`src/logic/ddl_pkg.sv`:
```
// Shared constants, enumerations and configuration structs for the
// digital delay-locked loop. Assumes a single 20 MHz system clock.
package ddl_pkg;

   // System clock rate
   localparam int CLK_HZ     = 20_000_000;
   // Delay chain length and width of the delay code
   localparam int DEF_TAPS   = 32;
   localparam int TAP_W      = 5;
   // Width of the period and phase counters
   localparam int CNT_W      = 8;
   localparam int ERR_W      = CNT_W + 1;
   // Lock window (cycles) and in-window comparisons needed to lock
   localparam int LOCK_TOL   = 1;
   localparam int LOCK_RUNS  = 4;
   // Reset values
   localparam logic [TAP_W-1:0] CODE_RST = 5'h10;
   // Fine shift as right shifts of the period: 45, 22.5, 11.25 deg
   localparam int FINE_SH_45 = 3;
   localparam int FINE_SH_22 = 4;
   localparam int FINE_SH_11 = 5;

   // Loop presets; custom takes the explicit source selects
   typedef enum logic [1:0] {
      MODE_CUSTOM  = 2'b00,
      MODE_TIMEREF = 2'b01,
      MODE_INJECT  = 2'b10
   } ddl_mode_t;

   // Reference source of the phase detector
   typedef enum logic [1:0] {
      REF_INPUT    = 2'b00,
      REF_INDIV    = 2'b01,
      REF_TAP      = 2'b10,
      REF_FEEDBACK = 2'b11
   } ddl_ref_t;

   // Feedback source of the phase detector
   typedef enum logic [1:0] {
      FB_PIN   = 2'b00,
      FB_INPUT = 2'b01,
      FB_TAP   = 2'b10
   } ddl_fb_t;

   // Secondary output fine phase shift
   typedef enum logic [1:0] {
      FINE_NONE = 2'b00,
      FINE_45   = 2'b01,
      FINE_22   = 2'b10,
      FINE_11   = 2'b11
   } ddl_fine_t;

   // Secondary output divider
   typedef enum logic [1:0] {
      DIV_1 = 2'b00,
      DIV_2 = 2'b01,
      DIV_4 = 2'b10
   } ddl_div_t;

   // Primary output configuration
   typedef struct packed {
      logic             bypass;
      logic             dcc_en;
      logic [TAP_W-1:0] tap;
   } ddl_pri_cfg_t;

   // Secondary output configuration
   typedef struct packed {
      logic             bypass;
      logic             dcc_en;
      logic [TAP_W-1:0] tap;
      ddl_fine_t        fine;
      ddl_div_t         div;
   } ddl_sec_cfg_t;

endpackage

```
`src/logic/ddl_top.sv`:
```
// Digital delay-locked loop, modelled in the sampled system clock domain.
// Assumes the input and feedback clocks are far slower than CLK_I and
// that freeze and latch controls come from logic on CLK_I.
`timescale 1ns/10ps
module ddl_top #(
   parameter int TAPS = ddl_pkg::DEF_TAPS
) (
   input  wire logic                          CLK_I,
   input  wire logic                          RSTN_I,
   input  wire logic                          INPUT_CLOCK_I,
   input  wire logic                          FEEDBACK_CLOCK_IN_I,
   input  wire ddl_pkg::ddl_mode_t            MODE_I,
   input  wire ddl_pkg::ddl_ref_t             REF_SEL_I,
   input  wire ddl_pkg::ddl_fb_t              FB_SEL_I,
   input  wire ddl_pkg::ddl_pri_cfg_t         PRIMARY_CFG_I,
   input  wire ddl_pkg::ddl_sec_cfg_t         SECONDARY_CFG_I,
   input  wire logic                          CODE_FREEZE_I,
   input  wire logic                          CODE_UPDATE_LATCH_I,
   output logic                               PRIMARY_CLOCK_OUT_O,
   output logic                               SECONDARY_CLOCK_OUT_O,
   output logic [ddl_pkg::TAP_W-1:0]          DELAY_CODE_BUS_O,
   output logic [ddl_pkg::TAP_W-1:0]          HELD_CODE_O,
   output logic signed [ddl_pkg::ERR_W-1:0]   PHASE_ERROR_O,
   output logic                               LOCK_O
);

   localparam int TW = ddl_pkg::TAP_W;
   localparam int CW = ddl_pkg::CNT_W;
   localparam int EW = ddl_pkg::ERR_W;
   localparam logic [TW-1:0] TAP_MAX = TW'(TAPS - 1);
   localparam logic [CW-1:0] CNT_MAX = '1;
   localparam logic signed [EW-1:0] TOL_P = EW'(ddl_pkg::LOCK_TOL);
   localparam logic signed [EW-1:0] TOL_N = -TOL_P;
   localparam logic [2:0] RUNS_LAST = 3'(ddl_pkg::LOCK_RUNS - 1);

   // Refuse chain lengths the code width cannot address
   generate
      if (TAPS < 8 || TAPS > (1 << TW)) begin : g_bad_taps
         $error("TAPS out of range for delay code width");
      end
   endgenerate

   ////////////////////////////////////////////////////////////////////
   // Pin synchronisers; stage 0 feeds only stage 1
   logic [1:0] in_sync;
   logic [1:0] fb_sync;

   always_ff @(posedge CLK_I) begin
      if (!RSTN_I) begin
         in_sync <= 2'h0;
         fb_sync <= 2'h0;
      end else begin
         in_sync <= {in_sync[0], INPUT_CLOCK_I};
         fb_sync <= {fb_sync[0], FEEDBACK_CLOCK_IN_I};
      end
   end

   wire in_lvl = in_sync[1];
   wire fb_pin = fb_sync[1];

   ////////////////////////////////////////////////////////////////////
   // Delay chain, one system cycle per tap, plus input divider
   logic [TAPS-1:0] chain;
   logic            in_prev;
   logic            in_div;
   logic [TW-1:0]   code;

   always_ff @(posedge CLK_I) begin
      if (!RSTN_I) begin
         chain   <= '0;
         in_prev <= 1'b0;
         in_div  <= 1'b0;
      end else begin
         chain   <= {chain[TAPS-2:0], in_lvl};
         in_prev <= in_lvl;
         if (in_lvl & ~in_prev)
            in_div <= ~in_div;
      end
   end

   wire code_tap = chain[code];       // Tap steered by the loop

   ////////////////////////////////////////////////////////////////////
   // Source selection; presets override the explicit selects
   wire ddl_pkg::ddl_ref_t eff_ref =
      (MODE_I == ddl_pkg::MODE_CUSTOM) ? REF_SEL_I
                                       : ddl_pkg::REF_INPUT;
   wire ddl_pkg::ddl_fb_t eff_fb =
      (MODE_I == ddl_pkg::MODE_TIMEREF) ? ddl_pkg::FB_TAP :
      (MODE_I == ddl_pkg::MODE_INJECT)  ? ddl_pkg::FB_PIN :
                                          FB_SEL_I;

   wire ref_lvl =
      (eff_ref == ddl_pkg::REF_INPUT) ? in_lvl   :
      (eff_ref == ddl_pkg::REF_INDIV) ? in_div   :
      (eff_ref == ddl_pkg::REF_TAP)   ? code_tap : fb_pin;
   wire fb_lvl =
      (eff_fb == ddl_pkg::FB_PIN)   ? fb_pin :
      (eff_fb == ddl_pkg::FB_INPUT) ? in_lvl :
      (eff_fb == ddl_pkg::FB_TAP)   ? code_tap : fb_pin;

   ////////////////////////////////////////////////////////////////////
   // Phase/frequency detector: cycles from reference to feedback edge
   logic                 ref_prev;
   logic                 fb_prev;
   logic [CW-1:0]        lag;
   logic [CW-1:0]        per;
   logic                 fb_seen;
   logic                 pd_valid;
   logic signed [EW-1:0] err;

   wire ref_rise = ref_lvl & ~ref_prev;
   wire fb_rise  = fb_lvl & ~fb_prev;
   wire [CW-1:0] since = (lag == CNT_MAX) ? CNT_MAX : lag + 1'b1;
   // Fold late edges past half a period into an early (negative) error
   wire wrap = (per != '0) && (since > (per >> 1));
   wire signed [EW-1:0] next_err =
      $signed({1'b0, since}) - (wrap ? $signed({1'b0, per})
                                      : $signed(EW'(0)));
   wire signed [EW-1:0] half_err = $signed({1'b0, per >> 1});

   // Missed feedback edge counts as a frequency error
   always_ff @(posedge CLK_I) begin
      if (!RSTN_I) begin
         ref_prev <= 1'b0;
         fb_prev  <= 1'b0;
         lag      <= '0;
         per      <= '0;
         fb_seen  <= 1'b0;
         pd_valid <= 1'b0;
         err      <= '0;
      end else begin
         ref_prev <= ref_lvl;
         fb_prev  <= fb_lvl;
         pd_valid <= 1'b0;
         if (ref_rise) begin
            lag     <= '0;
            per     <= since;
            fb_seen <= fb_rise;
            if (fb_rise) begin
               err      <= '0;
               pd_valid <= 1'b1;
            end else if (!fb_seen && per != '0) begin
               err      <= half_err;
               pd_valid <= 1'b1;
            end
         end else begin
            lag <= since;
            if (fb_rise && !fb_seen) begin
               err      <= next_err;
               pd_valid <= 1'b1;
               fb_seen  <= 1'b1;
            end
         end
      end
   end

   ////////////////////////////////////////////////////////////////////
   // Arithmetic unit: one tap step per comparison, clamped to chain
   wire too_late  = pd_valid && (err > TOL_P);
   wire too_early = pd_valid && (err < TOL_N);
   wire in_win    = pd_valid && !too_late && !too_early;
   wire [TW-1:0] next_code =
      (too_late  && code != '0)      ? code - 1'b1 :
      (too_early && code != TAP_MAX) ? code + 1'b1 : code;

   always_ff @(posedge CLK_I) begin
      if (!RSTN_I)
         code <= ddl_pkg::CODE_RST;
      else if (!CODE_FREEZE_I)
         code <= next_code;
   end

   ////////////////////////////////////////////////////////////////////
   // Code bus to the slave element and its holding register
   always_ff @(posedge CLK_I) begin
      if (!RSTN_I) begin
         DELAY_CODE_BUS_O <= ddl_pkg::CODE_RST;
         HELD_CODE_O      <= ddl_pkg::CODE_RST;
         PHASE_ERROR_O    <= '0;
      end else begin
         DELAY_CODE_BUS_O <= code;
         PHASE_ERROR_O    <= err;
         if (CODE_UPDATE_LATCH_I)
            HELD_CODE_O <= DELAY_CODE_BUS_O;
      end
   end

   ////////////////////////////////////////////////////////////////////
   // Lock tracking; four in-window comparisons set lock, one outside the window drops it
   logic [2:0] runs;

   always_ff @(posedge CLK_I) begin
      if (!RSTN_I) begin
         runs   <= 3'h0;
         LOCK_O <= 1'b0;
      end else if (pd_valid) begin
         if (in_win) begin
            if (runs != RUNS_LAST)
               runs <= runs + 1'b1;
            else
               LOCK_O <= 1'b1;
         end else begin
            runs   <= 3'h0;
            LOCK_O <= 1'b0;
         end
      end
   end

   ////////////////////////////////////////////////////////////////////
   // Primary output tap selection with bypass
   wire pri_raw = PRIMARY_CFG_I.bypass ? in_lvl
                                       : chain[PRIMARY_CFG_I.tap];

   ////////////////////////////////////////////////////////////////////
   // Secondary output: tap plus fine offset, clamped to the chain end
   wire [CW-1:0] fine_off =
      (SECONDARY_CFG_I.fine == ddl_pkg::FINE_45) ?
         per >> ddl_pkg::FINE_SH_45 :
      (SECONDARY_CFG_I.fine == ddl_pkg::FINE_22) ?
         per >> ddl_pkg::FINE_SH_22 :
      (SECONDARY_CFG_I.fine == ddl_pkg::FINE_11) ?
         per >> ddl_pkg::FINE_SH_11 : '0;
   wire [CW:0] sec_sum = {1'b0, fine_off} +
                         (CW+1)'(SECONDARY_CFG_I.tap);
   wire [TW-1:0] sec_idx = (sec_sum > (CW+1)'(TAP_MAX)) ? TAP_MAX
                                                        : sec_sum[TW-1:0];
   wire sec_base = SECONDARY_CFG_I.bypass ? in_lvl
                                          : chain[sec_idx];

   // Divider counts rising edges of the selected secondary signal
   logic       sec_prev;
   logic [1:0] sec_cnt;

   always_ff @(posedge CLK_I) begin
      if (!RSTN_I) begin
         sec_prev <= 1'b0;
         sec_cnt  <= 2'h0;
      end else begin
         sec_prev <= sec_base;
         if (sec_base & ~sec_prev)
            sec_cnt <= sec_cnt + 1'b1;
      end
   end

   wire sec_raw =
      (SECONDARY_CFG_I.div == ddl_pkg::DIV_2) ? sec_cnt[0] :
      (SECONDARY_CFG_I.div == ddl_pkg::DIV_4) ? sec_cnt[1] :
                                                sec_base;

   ////////////////////////////////////////////////////////////////////
   // Duty correction, half period scaled by the divider ratio
   wire [CW-1:0] half_pri = per >> 1;
   wire [CW-1:0] half_sec =
      (SECONDARY_CFG_I.div == ddl_pkg::DIV_2) ? per :
      (SECONDARY_CFG_I.div == ddl_pkg::DIV_4) ?
         ((per > (CNT_MAX >> 1)) ? CNT_MAX : per << 1) : per >> 1;
   logic pri_dcc;
   logic sec_dcc;

   ddl_duty_fix #(.CNT_W(CW)) u_pri_dcc (
      .clk_i  (CLK_I),
      .rstn_i (RSTN_I),
      .sig_i  (pri_raw),
      .half_i (half_pri),
      .dcc_o  (pri_dcc)
   );

   ddl_duty_fix #(.CNT_W(CW)) u_sec_dcc (
      .clk_i  (CLK_I),
      .rstn_i (RSTN_I),
      .sig_i  (sec_raw),
      .half_i (half_sec),
      .dcc_o  (sec_dcc)
   );

   // Final output flops; corrected path lags the raw one by a cycle
   always_ff @(posedge CLK_I) begin
      if (!RSTN_I) begin
         PRIMARY_CLOCK_OUT_O   <= 1'b0;
         SECONDARY_CLOCK_OUT_O <= 1'b0;
      end else begin
         PRIMARY_CLOCK_OUT_O   <= PRIMARY_CFG_I.dcc_en ? pri_dcc
                                                       : pri_raw;
         SECONDARY_CLOCK_OUT_O <= SECONDARY_CFG_I.dcc_en ? sec_dcc
                                                         : sec_raw;
      end
   end

endmodule

```
`src/logic/ddl_duty_fix.sv`:
```
// Duty-cycle corrector: rebuilds a sampled clock at 50 percent duty.
// Assumes its input is already in the system clock domain and that
// half_i holds half the measured period in system clock cycles.
`timescale 1ns/10ps
module ddl_duty_fix #(
   parameter int CNT_W = 8
) (
   input  wire logic             clk_i,
   input  wire logic             rstn_i,
   input  wire logic             sig_i,
   input  wire logic [CNT_W-1:0] half_i,
   output logic                  dcc_o
);

   logic             sig_prev;
   logic [CNT_W-1:0] left;
   wire              rise = sig_i & ~sig_prev;

   ////////////////////////////////////////////////////////////////////
   // Rising edge restarts a high phase of half a period
   always_ff @(posedge clk_i) begin
      if (!rstn_i) begin
         sig_prev <= 1'b0;
         left     <= '0;
         dcc_o    <= 1'b0;
      end else begin
         sig_prev <= sig_i;
         if (half_i == '0) begin
            dcc_o <= sig_i;         // No period known yet: pass through
            left  <= '0;
         end else if (rise) begin
            dcc_o <= 1'b1;
            left  <= half_i - 1'b1;
         end else if (left != '0) begin
            left  <= left - 1'b1;
         end else begin
            dcc_o <= 1'b0;
         end
      end
   end

endmodule

```
`config.mk`:
```
export PLATFORM = sky130hd
export DESIGN_NAME = ddl_top
export DESIGN_NICKNAME = d
export VERILOG_FILES = /design/src/logic/ddl_pkg.sv /design/src/logic/ddl_top.sv /design/src/logic/ddl_duty_fix.sv
export SDC_FILE = /design/constraint.sdc
export NUM_CORES = 1
export LEC_CHECK = 0
export BUFFER_PORTS_ARGS = -buffer_cell sky130_fd_sc_hd__buf_2
export CORE_ASPECT_RATIO = 1.75
export CORE_UTILIZATION = 61
export CTS_BUF_LIST = sky130_fd_sc_hd__clkbuf_2 sky130_fd_sc_hd__clkbuf_4 sky130_fd_sc_hd__clkbuf_8
export CTS_CLUSTER_SIZE = 28
export DETAILED_ROUTE_END_ITERATION = 16
export PLACE_DENSITY = 0.92
export SLEW_MARGIN = 20
export SYNTH_ARGS = -nofsm -noshare
export SYNTH_HDL_FRONTEND = slang
export SYNTH_SLANG_ARGS = --single-unit
```
`constraint.sdc`:
```
create_clock -name CLK_I -period 12.2 [get_ports CLK_I]
set_input_delay 1.22 -clock CLK_I [delete_from_list [all_inputs] [get_ports CLK_I]]
set_output_delay 1.22 -clock CLK_I [all_outputs]
set_load 0.01 [all_outputs]
```
Word level (Yosys, flattened, before mapping)
Index checks and enable logic that the tools add are counted.

Input port bits: 30. Register bits: 120. Output and inout port bits: 22.

Bitwise gates (word level): 15. Multiplexer cells: 56. $lt $le $gt $ge: 8. Equal/unequal tests: 19. Reductions and logical operators: 32. Add/sub/neg operators: 11.

Operators by type and width (count): $mux W8 (9); $mux W9 (4); $mux W1 (29); $reduce_bool A8 Y1 (3); $sub A8 B1 Y8 const B (3); $mux W5 (4); $lt A5 B6 Y1 const B (3); $logic_not A8 Y1 (2); $bmux W1 S5 (3); $eq A2 B2 Y1 const B (6); $eq A2 B1 Y1 const B (5); $gt A9 B2 Y1 const B (1); $logic_and A1 B1 Y1 (9); $lt A9 B1 Y1 const B (1); $mux W3 (3); $ne A3 B1 Y1 const B (3); $not A1 Y1 (9); $sub A8 B8 Y9 (1); $add A8 B1 Y8 const B (1); $eq A8 B8 Y1 const B (1); $gt A8 B7 Y1 (1); $gt A8 B7 Y1 const B (1); $reduce_and A2 Y1 (4); $reduce_bool A2 Y1 (4); 18 further kinds (31).

Logic depth before layout (Yosys ltp)
Gate-level depths: netlist of run 1.

Word-level depth: 15. Depth in mapped cells: 27. Gate-level depth less buffers: 27.

Cells and area by module
From an unflattened synthesis of run 1, not the netlist that was laid out.

Cell total of the unflattened synthesis: 764. Area, all modules: 6911.6 µm².

Modules (own cells, without submodules): ddl_top (times used 1, area an instance 5713.0 µm², cells each 628); ddl_duty_fix (times used 2, area an instance 599.3 µm², cells each 68).

Worst setup path after synthesis of run 1
No wires, ideal clock.

Path kind: input to register. Start point: input SECONDARY_CFG_I[3] (netlist bit). End point: register u_sec_dcc.left[2]. Stages: 20. Setup slack: 6.834 ns. Setup time: 0.075 ns. Buffers on the path: 2. Required time: 12.125 ns. Arrival time: 5.291 ns. Cells stage by stage: nor2b_1 > a22o_1 > ha_1 > fa_1 > clkbuf_1 > nand2_1 > o221ai_1 > nand3_1 > o211ai_1 > o211ai_1 > a22oi_1 > o211ai_1 > nand2_1 > clkbuf_1 > o21ai_0 > o21ai_0 > ha_1 > inv_1 > or4_1 > a31oi_1.

Longest elaborated chain between the ends: 14. Elaborated cells on any way between the ends: 17. Classes of those cells: add/sub: 1; order compare: 1; eq/ne: 3; mux: 10; bitwise: 1; reduce/logical: 1.

RTL lines: start: declaration (RTL line ddl_top.sv:16) `input wire ddl_pkg::ddl_sec_cfg_t SECONDARY_CFG_I,`; $eq A2 B2 Y1 (RTL line ddl_top.sv:222) `(SECONDARY_CFG_I.fine == ddl_pkg::FINE_11) ?`; $mux W3 (RTL line ddl_top.sv:222); $mux W4 (RTL line ddl_top.sv:220) `(SECONDARY_CFG_I.fine == ddl_pkg::FINE_22) ?`; $mux W5 (*) (RTL line ddl_top.sv:218) `(SECONDARY_CFG_I.fine == ddl_pkg::FINE_45) ?`; $add A5 B5 Y6 (*) (RTL line ddl_top.sv:224) `wire [CW:0] sec_sum = {1'b0, fine_off} +`; $gt A6 B5 Y1 (RTL line ddl_top.sv:226) `wire [TW-1:0] sec_idx = (sec_sum > (CW+1)'(TAP_MAX)) ? TAP_MAX`; $mux W5 (*) (RTL line ddl_top.sv:226); $bmux W1 S5 (*) (RTL line ddl_top.sv:229) `: chain[sec_idx];`; $mux W1 (not written as such) (*) (RTL line ddl_top.sv:229); $mux W1 (*) (RTL line ddl_top.sv:228) `wire sec_base = SECONDARY_CFG_I.bypass ? in_lvl`; $mux W1 (*) (RTL line ddl_top.sv:248) `(SECONDARY_CFG_I.div == ddl_pkg::DIV_4) ? sec_cnt[1] :`; $mux W1 (*) (RTL line ddl_top.sv:247) `(SECONDARY_CFG_I.div == ddl_pkg::DIV_2) ? sec_cnt[0] :`; $and A1 B1 Y1 (*) (RTL line ddl_duty_fix.sv:17) `wire rise = sig_i & ~sig_prev;`; $mux W8 / $reduce_bool A2 Y1 (equally long branches); end signal: assignment (RTL line ddl_duty_fix.sv:33) `left <= half_i - 1'b1;`; end signal: assignment (RTL line ddl_duty_fix.sv:35) `left <= left - 1'b1;`; end: declaration (RTL line ddl_duty_fix.sv:16) `logic [CNT_W-1:0] left;`.

Mark *: on every way between the ends. The rest lies on a longest branch, timed or not. The select of a mux whose other input is x is not followed. A chain may end at the register's enable or synchronous reset.

Final worst setup path of run 1
Start point: input SECONDARY_CFG_I[3] (netlist bit). End point: register u_sec_dcc.left[6].

The elaborated chain is that of the path after synthesis.

==> results.json, run 1 <==
{
  "slew_viol_final": 0,
  "cts-root-buf": "clkbuf_8",
  "area_delta_synth_final_pct": 9.87,
  "grt_pass1_vias": 5854,
  "cts_sinks": 119,
  "cts_made_buffers": 17,
  "critical_path_peak_fanout": 14,
  "skew_ns": 0.0118,
  "grt.overflow.total": 0,
  "synth.most_common_cell": "dfxtp_1",
  "die_h_um": 139,
  "cts_tree": "done",
  "maxClockFrequency_mhz": 170,
  "drtPass1Iterations": 6,
  "async_flop_share": 0,
  "synth_commonest_cells": "dfxtp_1, nor2_1, and2_1",
  "worstMarginPinSlew_ns": 1.05,
  "synth_area_mm2": 0.00658,
  "critPathRequiredTime_ns": 12.57,
  "critPathCaptureType": "flip-flop",
  "netlist_instances": 716,
  "grt_first_pass_wirelength_mm": 26.8,
  "drive_gt1_frac": 0.154,
  "setup_ws_ns": 6.31,
  "cts_max_level": 4,
  "wl_mm": 16.4,
  "fin_tns_setup_ns": 0,
  "synth.distinct_cells": 63,
  "cts_setup_buffers": 0,
  "drc_errors": 0,
  "ys_ff_latch": 119,
  "grt_start_max_net_pins": 61,
  "cts.reportedPaths.clkPinSlew_ns": 0.08,
  "pre_cts_ws_ns": 5.91,
  "slew_headroom": 0.299,
  "synth_enable_flop_cells": 0,
  "p_leak_nw": 2.97,
  "drv_cap": 0,
  "yosysWarningCount": 0,
  "hold_buffers": 0,
  "crit_path_start_kind": "primary input",
  "status": "finished, final reports clean",
  "yosysTopAreaCellShare": 0.362,
  "syn_nets": 777,
  "grtUsageTotal": 0.309,
  "placedInstanceArea_mm2": 0.00686,
  "ir_drop_mv": 0.110,
  "place_hpwl_mm": 12.0,
  "finalCriticalPeriod_ns": 5.89,
  "vias": 5728,
  "cts_resized": 0,
  "ys_seq_area_frac": 0.362,
  "clk_latency_ns": 0.44,
  "synthTopCellsByArea": "dfxtp_1, mux4_2, and2_1",
  "ant_nets": 0,
  "wire_per_inst_um": 18.4,
  "chipWidth_um": 80.5,
  "clockBufferDepth": 2,
  "fin_crit_sh": 0.483,
  "yosys.area.top_type": "dfxtp_1",
  "rsz0062_at_grt": "no",
  "n_antenna_cell": 0,
  "setup_viol_count_final": 0,
  "synth_ff_type": "dfxtp_1",
  "row_count": 49,
  "syn_area_per_cell_um2": 9.19,
  "port_buffers": 51,
  "hp-class": "reg -> reg",
  "start_util": 0.635,
  "antenna_found_initial": 0,
  "fin_util": 0.698,
  "ioPinCount": 52,
  "via_per_inst": 6.42,
  "place_congestion": 0.914,
  "drt_iter0_markers": 335,
  "nets": 813,
  "p_per_area_mw_per_mm2": 148,
  "final_hold_viol_count": 0,
  "crit_type": "in -> reg",
  "design_area_mm2": 0.00723,
  "die_area_mm2": 0.0112,
  "coreArea_mm2": 0.0104,
  "arrival_ns": 6.26
}
[worst max-delay path, cell delays in order]
cell	delay (ns)
buf_2	0.13
nor2b_1	0.17
a22o_1	0.25
ha_1	0.22
fa_1	0.45
xor2_1	0.54
mux4_2	0.40
a211o_1	0.31
o22ai_1	0.16
a22oi_1	0.20
o211ai_1	0.35
nand2_1	0.39
nor2b_1	0.27
a31oi_1	0.16
ha_1	0.27
inv_1	0.10
nor2_1	0.14
xnor2_1	0.07
or3_1	0.31
a21oi_1	0.14
[cells by family after synthesis]
kind of cell               after synthesis  synth area share
and+or+nand+nor                        270             0.210
AOI/OAI and AO/OA                      151             0.162
DFF                                    119             0.362
buffers and inverters                   60            0.0367
muxes                                   51             0.122
xor gates and xnor gates                33            0.0439
adders and majority gates               32            0.0639
[through the flow]
| stage | instances | hold slack [ns] | power (mW) |
|---|---|---|---|
| finish | 892 | 0.448 | 1.07 |
| global route | 892 | 0.462 | 1.12 |
| CTS | 892 | 0.454 | 1.07 |
| detailed placement | 860 | 0.437 | 0.738 |
| global placement | 860 | 0.414 | 0.721 |
| floorplan | 716 | 0.412 | 0.672 |
[layer usage]
layer  wire length (um)  global-route usage
met5                  0                   0
met4                873               0.191
met3                805              0.0702
met2               9080               0.571
met1               5660               0.296
[worst paths after layout]
check                           slack, ns  cells after the start          startpoint                end
worst max-delay path                 6.31                     20  SECONDARY_CFG_I[3]  u_sec_dcc.left[6]
worst min-delay path                 0.45                      1          fb_sync[0]         fb_sync[1]
worst max register to register       6.73                     20              per[3]  u_sec_dcc.left[6]
worst min register to register       0.45                      1          fb_sync[0]         fb_sync[1]
[layout by cell type (no fill, tap or decap), types with 7 or more instances in the layout]
master and n:
nand2b_1 7, ha_1 28, xor2_1 10, clkbuf_8 18, nor2_1 75, nor2b_1 14
nand4_1 10, nand3_1 17, a211oi_1 7, a21oi_1 31, nand2_1 46, a21o_1 13
nor3_1 14, a31oi_1 16, xnor2_1 23, dfxtp_1 119, mux4_2 23, mux2i_1 27
buf_2 51, o21ai_0 24, inv_1 24, and2_1 56
[report_power, final]
part / switching, mW / internal [mW]
sequential: 0.0294 / 0.418
combinational: 0.162 / 0.126
clock: 0.161 / 0.173
total: 0.353 / 0.717
[final cells by class]
cell class | count | area, um^2
clock inverters | 11 | 101
flip-flops and latches | 119 | 2380
well taps | 127 | 159
fillers | 760 | 3130
repair buffers | 53 | 270
inverters | 24 | 90.1
multi-input cells | 537 | 3960
clock buffers | 21 | 270
[sequential cells by signal, summed over array words and instances, names as in the netlist, 3 cells and up]
| name | count |
|---|---|
| chain | 32 |
| u_pri_dcc.left | 8 |
| HELD_CODE_O | 5 |
| runs | 3 |
| err | 9 |
| DELAY_CODE_BUS_O | 5 |
| code | 5 |
| u_sec_dcc.left | 8 |
| per | 8 |
| lag | 8 |
| PHASE_ERROR_O | 9 |
Power figures use the tool's default switching activity.
==> run 2: changes to the inputs <==
clock period = 6.12 ns   (was 12.2 ns; I/O delays follow)
==> run 2 against run 1 <==
Power up 110%. Sequential cell count unchanged. Sequential share of layout area down 0.46 points. Critical path depth down 1. Highest routed layer unchanged.
==> results.json, run 2 (synthesis results as in run 1) <==
{
  "final_cell_mix": "dfxtp_1, nor2_1, and2_1, buf_2, nand2_1",
  "maxClockFrequency_mhz": 177,
  "cts_sinks": 119,
  "die_area_mm2": 0.0112,
  "layout_commonest_cell": "dfxtp_1",
  "ir_drop_mv": 0.252,
  "regArea_mm2": 0.00238,
  "pwr-share-clk": 0.353,
  "pwr-share-seq": 0.389,
  "cts-root-buf": "clkbuf_8",
  "critical_path_peak_fanout": 14,
  "cts_made_buffers": 17,
  "crit_path_start_kind": "flip-flop",
  "place_hpwl_mm": 11.9,
  "p_comb_frac": 0.257,
  "grt_start_max_net_pins": 61,
  "cts_setup_buffers": 0,
  "p_per_area_mw_per_mm2": 312,
  "placedCellCount": 861,
  "ant_nets": 0,
  "nets": 814,
  "cts_resized": 0,
  "p_int_mw": 1.56,
  "reg2reg_depth": 19,
  "arrival_ns": 6.01,
  "swShare": 0.320,
  "worstMarginPinSlew_ns": 1.07,
  "rsz0062_at_grt": "no",
  "multi_input_area_mm2": 0.00397,
  "drive_gt1_frac": 0.155,
  "largestRegisters": "chain: 32 flops, PHASE_ERROR_O: 9 flops, err: 9 flops",
  "total_power_mw": 2.29,
  "stdcell_count": 893,
  "hold_buffers": 0,
  "drc_errors": 0,
  "clk_latency_ns": 0.45,
  "cts.reportedPaths.clkPinSlew_ns": 0.07,
  "n_antenna_cell": 0,
  "port_buffers": 51,
  "hp-class": "in -> reg",
  "setup_viol_count_final": 0,
  "vias": 5850,
  "drtPass1Iterations": 5,
  "start_util": 0.635,
  "grt.overflow.total": 0,
  "via_per_inst": 6.55,
  "antenna_found_initial": 0,
  "drt_iter0_markers": 507,
  "grt_pass1_vias": 6129,
  "cts_tree": "done",
  "fin_crit_sh": 0.922,
  "skew_ns": 0.0113,
  "status": "finished, final reports clean",
  "slew_headroom": 0.287,
  "chipWidth_um": 80.5,
  "cp_slowest_stage_delay_ns": 0.79,
  "coreArea_mm2": 0.0104,
  "top_register": "chain",
  "crit_type": "reg -> reg",
  "area_delta_synth_final_pct": 11.4,
  "min_delay_path_depth": 2,
  "slew_viol_final": 0,
  "place_congestion": 0.915,
  "cp_slowest_cell": "o31ai_1",
  "largest_reg_flops": 32,
  "fin_tns_setup_ns": 0,
  "p_switching_mw": 0.730,
  "wire_per_inst_um": 19.2,
  "row_count": 49,
  "finalCriticalPeriod_ns": 5.64,
  "final_hold_viol_count": 0,
  "fillers": 733,
  "die_h_um": 139,
  "clockBufferDepth": 2,
  "wl_mm": 17.2,
  "critPathCaptureType": "flip-flop",
  "crit_chain": "inv_1 -> o21ai_0 -> a22o_1 -> ha_1 -> and3_1 -> o31ai_1 -> o21bai_1 -> o211ai_1 -> a22oi_1 -> o211ai_1 -> nand2_1 -> o21ai_0 -> o21ai_0 -> ha_1 -> inv_1 -> nor2_1 -> xnor2_1 -> or3_1 -> a21oi_1",
  "cp_common_cell": "o21ai_0",
  "ioPinCount": 52,
  "grt_first_pass_wirelength_mm": 27.8,
  "drv_cap": 0,
  "fin_util": 0.707,
  "critPathRequiredTime_ns": 6.48,
  "cts_max_level": 4,
  "grtUsageTotal": 0.322,
  "p_leak_nw": 3.02
}
==> run 2: cell type report <==
cell class	count	share of cell area
inverter	24	0.0123
tap	127	0.0217
clock inverter	13	0.0263
clock buffer	19	0.0357
multi-input combinational	537	0.541
timing repair buffer	54	0.0379
sequential	119	0.325
==> run 2: stage by stage <==
| stage | area [um^2] | hold WS (ns) | setup slack [ns] |
|---|---|---|---|
| final | 7330 | 0.372 | 0.479 |
| after global routing | 7330 | 0.373 | 0.102 |
| after CTS | 7320 | 0.361 | 0.772 |
| after detailed placement | 6860 | 0.427 | 0.567 |
| after global placement | 6860 | 0.414 | 0.775 |
| after floorplan | 6580 | 0.412 | 1.36 |
==> run 2: worst max-delay path: cells and delay by family (launching register included) <==
| family | cells | cell delay, ns |
|---|---|---|
| xor+xnor | 1 | 0.07 |
| simple gates | 4 | 1.10 |
| buf+inv | 2 | 0.27 |
| compound gates | 10 | 2.89 |
| flops | 1 | 0.69 |
| fa+ha+maj | 2 | 0.55 |
==> run 2: routing by layer <==
metal	up-vias	GRT usage	share of wire
met2	303	0.559	0.53
li1	2672	-	-
met1	2765	0.304	0.34
met5	-	0	0
met3	110	0.0944	0.064
met4	0	0.252	0.070
==> run 2: worst paths after layout <==
| path | to | slack, ns | start |
|---|---|---|---|
| worst min register to register | in_sync[1] | 0.44 | in_sync[0] |
| worst max-delay path | u_sec_dcc.left[6] | 0.48 | per[5] |
| worst max register to register | u_sec_dcc.left[6] | 0.48 | per[5] |
| worst min-delay path | in_sync[0] | 0.37 | INPUT_CLOCK_I |
==> run 2: power by group through the flow <==
stage,sequential (mW),clock (mW),combinational (mW)
floorplan,0.887,0,0.453
global placement,0.902,0,0.534
detailed placement,0.905,0,0.562
CTS,0.888,0.811,0.578
global route,0.897,0.847,0.644
finish,0.890,0.808,0.588
